$ cat config.mk
export PLATFORM = sky130hd
export DESIGN_NAME = mlrb_limit_bank
export DESIGN_NICKNAME = d
export VERILOG_FILES = /design/src/shared/mlrb_pkg.sv /design/src/design/mlrb_limit_cell.sv /design/src/design/mlrb_limit_bank.sv
export SDC_FILE = /design/constraint.sdc
export NUM_CORES = 1
export LEC_CHECK = 0
export BUFFER_PORTS_ARGS = -buffer_cell sky130_fd_sc_hd__buf_2
export CAP_MARGIN = 20
export CORE_MARGIN = 3
export CORE_UTILIZATION = 24
export DETAILED_ROUTE_END_ITERATION = 8
export PLACE_DENSITY_LB_ADDON = 0.08
export RECOVER_POWER = 25
export SLEW_MARGIN = 15
export SYNTH_ARGS = -nofsm -noshare
export SYNTH_HDL_FRONTEND = slang
export SYNTH_SLANG_ARGS = --single-unit
$ cat constraint.sdc
create_clock -name mclk -period 5.6 [get_ports mclk]
set_clock_uncertainty 0.1 [all_clocks]
set_input_delay 0.28 -clock mclk [delete_from_list [all_inputs] [get_ports mclk]]
set_output_delay 0.28 -clock mclk [all_outputs]
set_load 0.1 [all_outputs]
$ cat src/shared/mlrb_pkg.sv
// Constants for the monitor limit register bank.
// Assumes a word-wide register command port on the device clock.
package mlrb_pkg;
  // Register command codes, as seen by the management host.
  localparam logic [7:0] ADDR_VOUT_LOW = 8'h43;
  localparam logic [7:0] ADDR_CURR_HIGH = 8'h4a;
  localparam logic [7:0] ADDR_TEMP_FAULT = 8'h4f;
  localparam logic [7:0] ADDR_TEMP_WARN = 8'h51;
  localparam logic [7:0] ADDR_VIN_HIGH = 8'h57;
  localparam logic [7:0] ADDR_VIN_LOW = 8'h58;
  localparam logic [7:0] ADDR_POWER_HIGH = 8'h6b;
  // Field widths of the stored thresholds.
  localparam int LIMIT_W = 12;
  localparam int POWER_W = 15;
  // Reset values of the threshold fields.
  localparam logic [11:0] RST_LOW = 12'h000;
  localparam logic [11:0] RST_HIGH = 12'hfff;
  localparam logic [14:0] RST_POWER = 15'h7fff;
  // Positions of the flags in the warning vector.
  localparam int FLG_VOUT_LOW = 0;
  localparam int FLG_CURR_HIGH = 1;
  localparam int FLG_TEMP_FAULT = 2;
  localparam int FLG_TEMP_WARN = 3;
  localparam int FLG_VIN_HIGH = 4;
  localparam int FLG_VIN_LOW = 5;
  localparam int FLG_POWER_HIGH = 6;
  localparam int FLG_W = 7;
endpackage

$ cat src/design/mlrb_limit_cell.sv
// One threshold register with a write port and a compare against a reading.
// Assumes the reading is in the same direct-format code as the threshold.
`timescale 1ns/10ps
module mlrb_limit_cell #(
  parameter int W = 12,
  parameter logic [W-1:0] RST = '0,
  parameter bit ABOVE = 1'b1
) (
  // Clock and reset.
  input wire logic mclk,
  input wire logic reset_n,
  // Write strobe and data field.
  input wire logic wr_en,
  input wire logic [W-1:0] wr_data,
  // Reading to compare.
  input wire logic [W-1:0] reading,
  // Stored threshold and compare result.
  output logic [W-1:0] limit_q,
  output logic violate
);
  // Next threshold value.
  logic [W-1:0] nxt_limit;
  // Only the defined field is captured on a write.
  always_comb begin
    nxt_limit = limit_q;
    if (wr_en) begin
      nxt_limit = wr_data;
    end
  end
  // Threshold storage.
  always_ff @(posedge mclk or negedge reset_n) begin
    if (!reset_n) begin
      limit_q <= RST;
    end else begin
      limit_q <= nxt_limit;
    end
  end
  // High limits trip above, low limits trip below.
  assign violate = ABOVE ? (reading > limit_q) : (reading < limit_q);
endmodule // mlrb_limit_cell

$ cat src/design/mlrb_limit_bank.sv
// What this block does
// - Output voltage low limit, 12 bits, resets zero.
// - Current high limit, 12 bits, resets all ones.
// - Temperature fault limit, 12 bits, resets ones.
// - Temperature warning limit, 12 bits, resets ones.
// - Input voltage high limit, resets all ones.
// - Input voltage low limit, resets to zero.
// - Power limit 15 bits, resets 0x7fff, bit15 zero.
// - Reserved upper bits always read as zero.
// - Limits share the readings' direct-format code.
// - Cleared warnings return if next conversion still violates.
//
// Register bank of monitor thresholds with warning flags.
// Assumes the host sequencer presents one word access per cycle and
// that each new conversion result comes with a one-cycle strobe.
`timescale 1ns/10ps
module mlrb_limit_bank
  import mlrb_pkg::*;
(
  // Clock and reset.
  input wire logic mclk,
  input wire logic reset_n,
  // Register word access from the management interface.
  input wire logic [7:0] reg_addr,
  input wire logic reg_wr,
  input wire logic [15:0] reg_wdata,
  output logic [15:0] reg_rdata,
  output logic reg_hit,
  // Converted readings, direct format, with conversion strobe.
  input wire logic conv_done,
  input wire logic [11:0] vout_reading,
  input wire logic [11:0] vin_reading,
  input wire logic [11:0] curr_reading,
  input wire logic [11:0] temp_reading,
  input wire logic [14:0] power_reading,
  // Clear command for latched warnings.
  input wire logic clear_faults,
  // Latched warning flags.
  output logic [6:0] warn_flags,
  output logic overheat_fault_flag
);
  // Stored thresholds of each cell.
  logic [11:0] lim_vout_low, lim_curr_high, lim_temp_fault;
  logic [11:0] lim_temp_warn, lim_vin_high, lim_vin_low;
  logic [14:0] lim_power_high;
  // Raw compare results, one per cell.
  logic [FLG_W-1:0] viol;
  // Latched flags and their next value.
  logic [FLG_W-1:0] flags_ff, nxt_flags;
  // Read data register and its next value.
  logic [15:0] rdata_ff, nxt_rdata;

  // Each cell stores only its defined field of the written word.
  mlrb_limit_cell #(.W(LIMIT_W), .RST(RST_LOW), .ABOVE(1'b0)) u_vout_low (
    .mclk(mclk), .reset_n(reset_n),
    .wr_en(reg_wr && reg_addr == ADDR_VOUT_LOW),
    .wr_data(reg_wdata[11:0]),
    .reading(vout_reading),
    .limit_q(lim_vout_low), .violate(viol[FLG_VOUT_LOW]));
  mlrb_limit_cell #(.W(LIMIT_W), .RST(RST_HIGH), .ABOVE(1'b1)) u_curr_high (
    .mclk(mclk), .reset_n(reset_n),
    .wr_en(reg_wr && reg_addr == ADDR_CURR_HIGH),
    .wr_data(reg_wdata[11:0]),
    .reading(curr_reading),
    .limit_q(lim_curr_high), .violate(viol[FLG_CURR_HIGH]));
  mlrb_limit_cell #(.W(LIMIT_W), .RST(RST_HIGH), .ABOVE(1'b1)) u_temp_fault (
    .mclk(mclk), .reset_n(reset_n),
    .wr_en(reg_wr && reg_addr == ADDR_TEMP_FAULT),
    .wr_data(reg_wdata[11:0]),
    .reading(temp_reading),
    .limit_q(lim_temp_fault), .violate(viol[FLG_TEMP_FAULT]));
  mlrb_limit_cell #(.W(LIMIT_W), .RST(RST_HIGH), .ABOVE(1'b1)) u_temp_warn (
    .mclk(mclk), .reset_n(reset_n),
    .wr_en(reg_wr && reg_addr == ADDR_TEMP_WARN),
    .wr_data(reg_wdata[11:0]),
    .reading(temp_reading),
    .limit_q(lim_temp_warn), .violate(viol[FLG_TEMP_WARN]));
  mlrb_limit_cell #(.W(LIMIT_W), .RST(RST_HIGH), .ABOVE(1'b1)) u_vin_high (
    .mclk(mclk), .reset_n(reset_n),
    .wr_en(reg_wr && reg_addr == ADDR_VIN_HIGH),
    .wr_data(reg_wdata[11:0]),
    .reading(vin_reading),
    .limit_q(lim_vin_high), .violate(viol[FLG_VIN_HIGH]));
  mlrb_limit_cell #(.W(LIMIT_W), .RST(RST_LOW), .ABOVE(1'b0)) u_vin_low (
    .mclk(mclk), .reset_n(reset_n),
    .wr_en(reg_wr && reg_addr == ADDR_VIN_LOW),
    .wr_data(reg_wdata[11:0]),
    .reading(vin_reading),
    .limit_q(lim_vin_low), .violate(viol[FLG_VIN_LOW]));
  mlrb_limit_cell #(.W(POWER_W), .RST(RST_POWER), .ABOVE(1'b1)) u_pwr_high (
    .mclk(mclk), .reset_n(reset_n),
    .wr_en(reg_wr && reg_addr == ADDR_POWER_HIGH),
    .wr_data(reg_wdata[14:0]),
    .reading(power_reading),
    .limit_q(lim_power_high), .violate(viol[FLG_POWER_HIGH]));

  // Flags latch on a conversion; a clear drops them, but a violation seen
  // in the same conversion cycle wins so nothing is lost.
  always_comb begin
    nxt_flags = flags_ff;
    if (clear_faults) begin
      nxt_flags = '0;
    end
    if (conv_done) begin
      nxt_flags = nxt_flags | viol;
    end
  end
  // Flag storage.
  always_ff @(posedge mclk or negedge reset_n) begin
    if (!reset_n) begin
      flags_ff <= '0;
    end else begin
      flags_ff <= nxt_flags;
    end
  end

  // Read mux; reserved upper bits are padded with zeros.
  always_comb begin
    nxt_rdata = 16'h0000;
    case (reg_addr)
      ADDR_VOUT_LOW: nxt_rdata = {4'h0, lim_vout_low};
      ADDR_CURR_HIGH: nxt_rdata = {4'h0, lim_curr_high};
      ADDR_TEMP_FAULT: nxt_rdata = {4'h0, lim_temp_fault};
      ADDR_TEMP_WARN: nxt_rdata = {4'h0, lim_temp_warn};
      ADDR_VIN_HIGH: nxt_rdata = {4'h0, lim_vin_high};
      ADDR_VIN_LOW: nxt_rdata = {4'h0, lim_vin_low};
      ADDR_POWER_HIGH: nxt_rdata = {1'b0, lim_power_high};
      default: nxt_rdata = 16'h0000;
    endcase
  end
  // Read data register, one cycle behind the address.
  always_ff @(posedge mclk or negedge reset_n) begin
    if (!reset_n) begin
      rdata_ff <= 16'h0000;
    end else begin
      rdata_ff <= nxt_rdata;
    end
  end

  // Hit is combinational from the address.
  always_comb begin
    case (reg_addr)
      ADDR_VOUT_LOW, ADDR_CURR_HIGH, ADDR_TEMP_FAULT, ADDR_TEMP_WARN,
      ADDR_VIN_HIGH, ADDR_VIN_LOW, ADDR_POWER_HIGH: reg_hit = 1'b1;
      default: reg_hit = 1'b0;
    endcase
  end

  assign reg_rdata = rdata_ff;
  assign warn_flags = flags_ff;
  assign overheat_fault_flag = flags_ff[FLG_TEMP_FAULT];

  // Reserved upper nibble of twelve-bit registers never reads as one.
  a_resv_zero: assert property (@(posedge mclk) disable iff (!reset_n)
    $past(reg_addr) != ADDR_POWER_HIGH |-> reg_rdata[15:12] == 4'h0)
    else $error("reserved bits read nonzero");
  // Power register bit 15 always zero.
  a_power_msb: assert property (@(posedge mclk) disable iff (!reset_n)
    reg_rdata[15] == 1'b0)
    else $error("power bit 15 nonzero");
  // A written current limit is stored masked to its 12-bit field.
  a_curr_wr: assert property (@(posedge mclk) disable iff (!reset_n)
    reg_wr && reg_addr == ADDR_CURR_HIGH |=> lim_curr_high == $past(reg_wdata[11:0]))
    else $error("current limit not stored");
  // Output low limit write.
  a_vout_wr: assert property (@(posedge mclk) disable iff (!reset_n)
    reg_wr && reg_addr == ADDR_VOUT_LOW |=> lim_vout_low == $past(reg_wdata[11:0]))
    else $error("vout limit not stored");
  // Readback of the vin low limit one cycle later.
  a_vin_low_rd: assert property (@(posedge mclk) disable iff (!reset_n)
    !reg_wr && reg_addr == ADDR_VIN_LOW |=> reg_rdata == {4'h0, lim_vin_low})
    else $error("vin low readback wrong");
  // Over-limit reading on a conversion sets the current flag.
  a_curr_flag: assert property (@(posedge mclk) disable iff (!reset_n)
    conv_done && curr_reading > lim_curr_high |=> warn_flags[FLG_CURR_HIGH])
    else $error("overcurrent flag missed");
  // Under-limit vin reading sets the low flag.
  a_vin_low_flag: assert property (@(posedge mclk) disable iff (!reset_n)
    conv_done && vin_reading < lim_vin_low |=> warn_flags[FLG_VIN_LOW])
    else $error("vin low flag missed");
  // Clear with no conversion drops every flag.
  a_clear_flags: assert property (@(posedge mclk) disable iff (!reset_n)
    clear_faults && !conv_done |=> warn_flags == 7'h00)
    else $error("clear did not drop flags");
  // Without a conversion a flag cannot newly rise.
  a_no_spont: assert property (@(posedge mclk) disable iff (!reset_n)
    !conv_done |=> (warn_flags & ~$past(warn_flags)) == 7'h00)
    else $error("flag rose without conversion");
  // Temperature fault limit stores writes.
  a_tfault_wr: assert property (@(posedge mclk) disable iff (!reset_n)
    reg_wr && reg_addr == ADDR_TEMP_FAULT |=> lim_temp_fault == $past(reg_wdata[11:0]))
    else $error("temp fault limit not stored");
  // Temperature warning limit stores writes.
  a_twarn_wr: assert property (@(posedge mclk) disable iff (!reset_n)
    reg_wr && reg_addr == ADDR_TEMP_WARN |=> lim_temp_warn == $past(reg_wdata[11:0]))
    else $error("temp warn limit not stored");
  // Vin high limit stores writes.
  a_vinh_wr: assert property (@(posedge mclk) disable iff (!reset_n)
    reg_wr && reg_addr == ADDR_VIN_HIGH |=> lim_vin_high == $past(reg_wdata[11:0]))
    else $error("vin high limit not stored");
endmodule // mlrb_limit_bank

; After elaboration in Yosys (flattened, before gate mapping)
; Cells that the tools add are included.
[totals]
input_bits = 92
regBits = 110
wordCells = 36
out_inout_bits = 25
[classes]
order_cmp = 7
n_eq_ne = 7
bitwise_logic = 1
muxes = 4
reduce_logical = 8
[ops]
columns = cell, count
row1 = $pmux 15 s7, 1
row2 = $eq 8x7->1 const B, 7
row3 = $gt 12x12->1, 4
row4 = $lt 12x12->1, 2
row5 = $gt 15x15->1, 1
row6 = $mux 7, 2
row7 = $logic_and 1x1->1, 7
row8 = $or 7x7->7, 1
row9 = $reduce_or 7->1, 1
row10 = $mux 1, 1

; Longest topological paths before layout
[logic_depth]
ltp_word = 3
ltp_mapped = 8
depth_no_buf = 7

; Cells and area by module
; A second synthesis with hierarchy kept.
[unflattened]
cells_unflattened = 735
hier_area_um2 = 6861.6
[by_module_without_submodules]
columns = module, area_each_um2, instances, cells_per_inst
row1 = mlrb_limit_cell at u_curr_high ..., 726.9, 4, 79
row2 = mlrb_limit_bank, 1646.6, 1, 176
row3 = mlrb_limit_cell at u_vin_low ..., 694.4, 2, 72
row4 = mlrb_limit_cell at u_pwr_high, 918.4, 1, 99

; Worst setup path after synthesis
; Ideal clock, no wire load.
[synth_timing]
kind = input to output
startpoint = input port reg_addr[0]
endpoint = output port reg_hit
cell_stages = 6
n_path_buf = 3
path_slack_ns = 2.199
arrival_ns = 3.021
required_ns = 5.220
cell_sequence = buf_4 > nor2b_1 > buf_6 > buf_6 > a31oi_1 > o21ai_0
[synth_between]
elab_chain_cells = 3
[synth_rtl]
columns = element, line
row1 = start: declaration, mlrb_limit_bank.sv:24  ; input wire logic [7:0] reg_addr,
row2 = $eq 8x7->1, mlrb_limit_bank.sv:142  ; case (reg_addr)
row3 = $reduce_or 7->1 (*), mlrb_limit_bank.sv:142
row4 = $mux 1 (*), mlrb_limit_bank.sv:142
row5 = end: declaration, mlrb_limit_bank.sv:28  ; output logic reg_hit,
; Every way passes the cells marked *; elsewhere a longest branch is shown, timed or not.

; Worst setup path after layout
[layout_timing]
startpoint = input port reg_addr[2]
endpoint = register u_temp_warn.limit_q[9]
[layout_between]
elab_chain_cells = 2
[layout_rtl]
columns = element, line
row1 = $eq 8x7->1, mlrb_limit_bank.sv:74  ; .wr_en(reg_wr && reg_addr == ADDR_TEMP_WARN),
row2 = $logic_and 1x1->1, mlrb_limit_bank.sv:74
row3 = end signal: assignment, mlrb_limit_cell.sv:35  ; limit_q <= nxt_limit;
row4 = end: declaration, mlrb_limit_cell.sv:18  ; output logic [W-1:0] limit_q,
; Every way passes these cells.
; A chain may end at the register's enable or synchronous reset.

==> summary.md <==
| Metric | Value |
|---|---|
| Synth top area share | `0.235` |
| Final hold violation count | `0` |
| Pre-antenna DRT Iters | `4` |
| Max_slew headroom | `0.381` |
| Input/output buffers | `roughly 110` |
| CTS buffer count | `9` |
| Switch share | `0.311` |
| WS Path Type | `primary input to register` |
| IO Count | `approximately 120` |
| First-pass GRT wire length | `35900 um` |
| Worst Max-Slew Pin Slew | `roughly 0.93 ns` |
| Starting density of the core | `0.244` |
| Share of cells above drive strength 1 | `0.342` |
| P&R area growth vs syn | `17.3%` |
| Switch Pwr | `about 570 uW` |
| Final Critical Period | `2.31 ns` |
| Logic gate share of total power | `0.181` |
| CTS tree | `yes` |
| Synth area leader | `dfstp_2` |
| Vias in the first global route | `5749` |
| Detail Placement HPWL | `between 15000 and 20000 um` |
| MaxCap Viol Count | `0` |
| Startpoint types | `primary input` |
| Antenna Nets Post-Route | `0` |
| Setup TNS | `0 ns` |
| Number of enable flip-flop cells after synthesis | `0` |
| Pleak | `~3.6 nW` |
| Worst EP arrival | `roughly 2.5 ns` |
| P_int | `between 1 and 1.5 mW` |
| Capturing element type of the critical path | `register` |
| Reg area | `~0.0028 mm2` |
| Die area | `0.0315 mm2` |
| Highest Clock Rate | `approximately 430 MHz` |
| Final std cells w/o fill | `between 1000 and 1500` |
| Distinct cell type count after synthesis | `58` |
| Antenna diode instance count | `0` |
| Largest net degree at the start of global routing | `just over 60` |
| Dpl cells | `1118` |
| FF-to-FF setup slack | `roughly 3.4 ns` |
| Worst endpoint required time | `about 5.8 ns` |
| VDD IR max | `about 0.15 mV` |
| Initial DRC Count | `200` |
| CTS Buffer Depth | `2` |
| Die Span Y | `177 um` |
| Final Wtd Congestion | `approximately 0.83` |
| Routed WL per cell | `~21 um` |
| Top FF cell, synth | `dfstp_2` |
| Syn_area_per_cell | `~11 um2` |
| Area occupied by multi-input gates | `0.00376 mm2` |
| Vias per cell | `~4.7` |
| Worst-path maximum fanout | `13` |
| Crit share post-route | `0.413` |
| Flops & latches, synth | `between 100 and 150` |
| Flop pwr share | `0.476` |
| Root buffer cell | `clkbuf_16` |
| Power Density | `223 mW/mm2` |
| Die width | `approximately 180 um` |
| Aggregate global-route resource usage | `0.156` |
| Outcome | `finished, final reports clean` |
| H-Tree Depth | `3` |
| Register clock-pin slew on the reported worst setup and hold paths | `about 0.070 ns` |
| Synth top cells by count | `86 x inv_1, 85 x ha_1, 63 x dfstp_2` |
| Nets | `a little over 900` |
| RSZ-0062 raised after global routing | `no` |
| Mapped cell area | `between 0.007 and 0.008 mm2` |
| Fill cells | `slightly above 3000` |
| Post-route DRC | `0` |
| Async set or reset register ratio after synthesis | `1.00` |
| Setup violators final | `0` |
| Grt total ovfl | `0` |
| Synthesized instance count | `639` |
| Syn. warnings | `0` |
| Most frequent cell after synthesis | `inv_1` |
| Clock power share | `0.342` |
| Initial antenna violation count | `4` |
| CORE AREA | `between 0.02 and 0.03 mm2` |
| Routed vias | `5368` |
| Worst Hold Class | `primary input to register` |
| Syn nets | `816` |
| Seq/Total Area, Yosys | `0.398` |
| Sink Count | `around 110` |
| Routed WL | `between 20000 and 25000 um` |
| Clk_lat worst skew | `0.36 ns` |
| Row Count | `62` |
| Dominant cells by area after synthesis | `dfstp_2 23%, dfrtp_1 16%, ha_1 15%, mux2_1 6.9%, inv_1 4.6%` |
| Final Max Slew Viols | `0` |
==> placed cells by master (no fill, tap or decap), types with 19 or more instances in the layout <==
master / instances
buf_2: 112
inv_1: 86
ha_1: 85
dfstp_2: 63
dfrtp_1: 46
mux2_1: 43
a22oi_1: 33
a21oi_1: 32
mux2_2: 24
mux2_4: 20
nand4_1: 19
==> timing repair <==
action | in CTS | in global routing
buffers inserted | 0 | 0
hold buffers | 1 | 0
hold endpoints to repair | 23 | 0
resized for setup | 0 | 0
==> logic make-up (layout without fill, tap and decap cells) <==
logic type / Yosys count / count (layout) / share of synthesized area
compound gates: 140 / 140 / 0.138
xor+xnor: 1 / 1 / 0.00124
fa+ha+maj: 85 / 85 / 0.151
buf+inv: 109 / 222 / 0.0685
flops: 109 / 109 / 0.398
mux: 87 / 87 / 0.150
other cells: 1 / 1 / 0.000532
simple gates: 107 / 107 / 0.0930
==> registers in the layout, summed over array words and instances, names as in the netlist <==
signal	cells
u_vout_low.limit_q	12
u_temp_warn.limit_q	12
u_pwr_high.limit_q	15
u_temp_fault.limit_q	12
u_vin_high.limit_q	12
reg_rdata	15
warn_flags	7
u_curr_high.limit_q	12
u_vin_low.limit_q	12
==> worst paths after layout <==
kind,startpoint,cells after the start,to
worst min-delay path,reg_wdata[14],2,u_pwr_high.limit_q[14]
worst min register to register,warn_flags[3],1,warn_flags[3]
worst max-delay path,reg_addr[2],4,u_temp_warn.limit_q[9]
max in group asynchronous,reset_n,3,u_vout_low.limit_q[9]
worst max register to register,u_temp_fault.limit_q[1],7,warn_flags[2]
min in group asynchronous,reset_n,2,reg_rdata[13]
==> per-layer routing <==
| layer | up-vias | wire length, um | global-route usage | share of wire |
|---|---|---|---|---|
| li1 | 2544 | - | - | - |
| met1 | 2646 | 11400 | 0.220 | 0.48 |
| met2 | 154 | 10800 | 0.249 | 0.45 |
| met3 | 24 | 1330 | 0.0255 | 0.055 |
| met4 | 0 | 411 | 0.0383 | 0.017 |
| met5 | - | 0 | 0 | 0 |
==> power by group through the flow <==
stage | combinational (mW) | clock [mW] | sequential, mW
finish | 0.334 | 0.632 | 0.879
global route | 0.378 | 0.691 | 0.885
CTS | 0.340 | 0.657 | 0.881
detailed placement | 0.338 | 0 | 0.895
global placement | 0.325 | 0 | 0.894
floorplan | 0.174 | 0 | 0.913
==> worst max-delay path, cell delays in order <==
cell and delay (ns):
clkbuf_1 0.30, nor2_1 0.82, nand4_2 0.60, mux2_1 0.49
==> metrics by stage <==
stage,total power [mW],worst slack [ns],utilization,area (um2),hold WS (ns)
2_1_floorplan,1.09,2.20,-,7050,-0.116
5_1_grt,1.95,3.14,0.287,8270,0.0534
4_1_cts,1.88,3.35,0.286,8260,0.0479
3_3_place_gp,1.22,3.13,0.276,7970,0.335
6_report,1.85,3.29,0.287,8270,0.0627
3_5_place_dp,1.23,3.11,0.276,7980,0.341
==> layout make-up <==
type                    count  share of cell area
multi-input cells         421               0.455
repair buffers            120              0.0754
inverters                  86              0.0390
well taps                 384              0.0581
flip-flops and latches    109               0.339
clock buffers              10              0.0277
clock inverters             6             0.00560
Note: power is estimated with default switching activity, not from simulation.
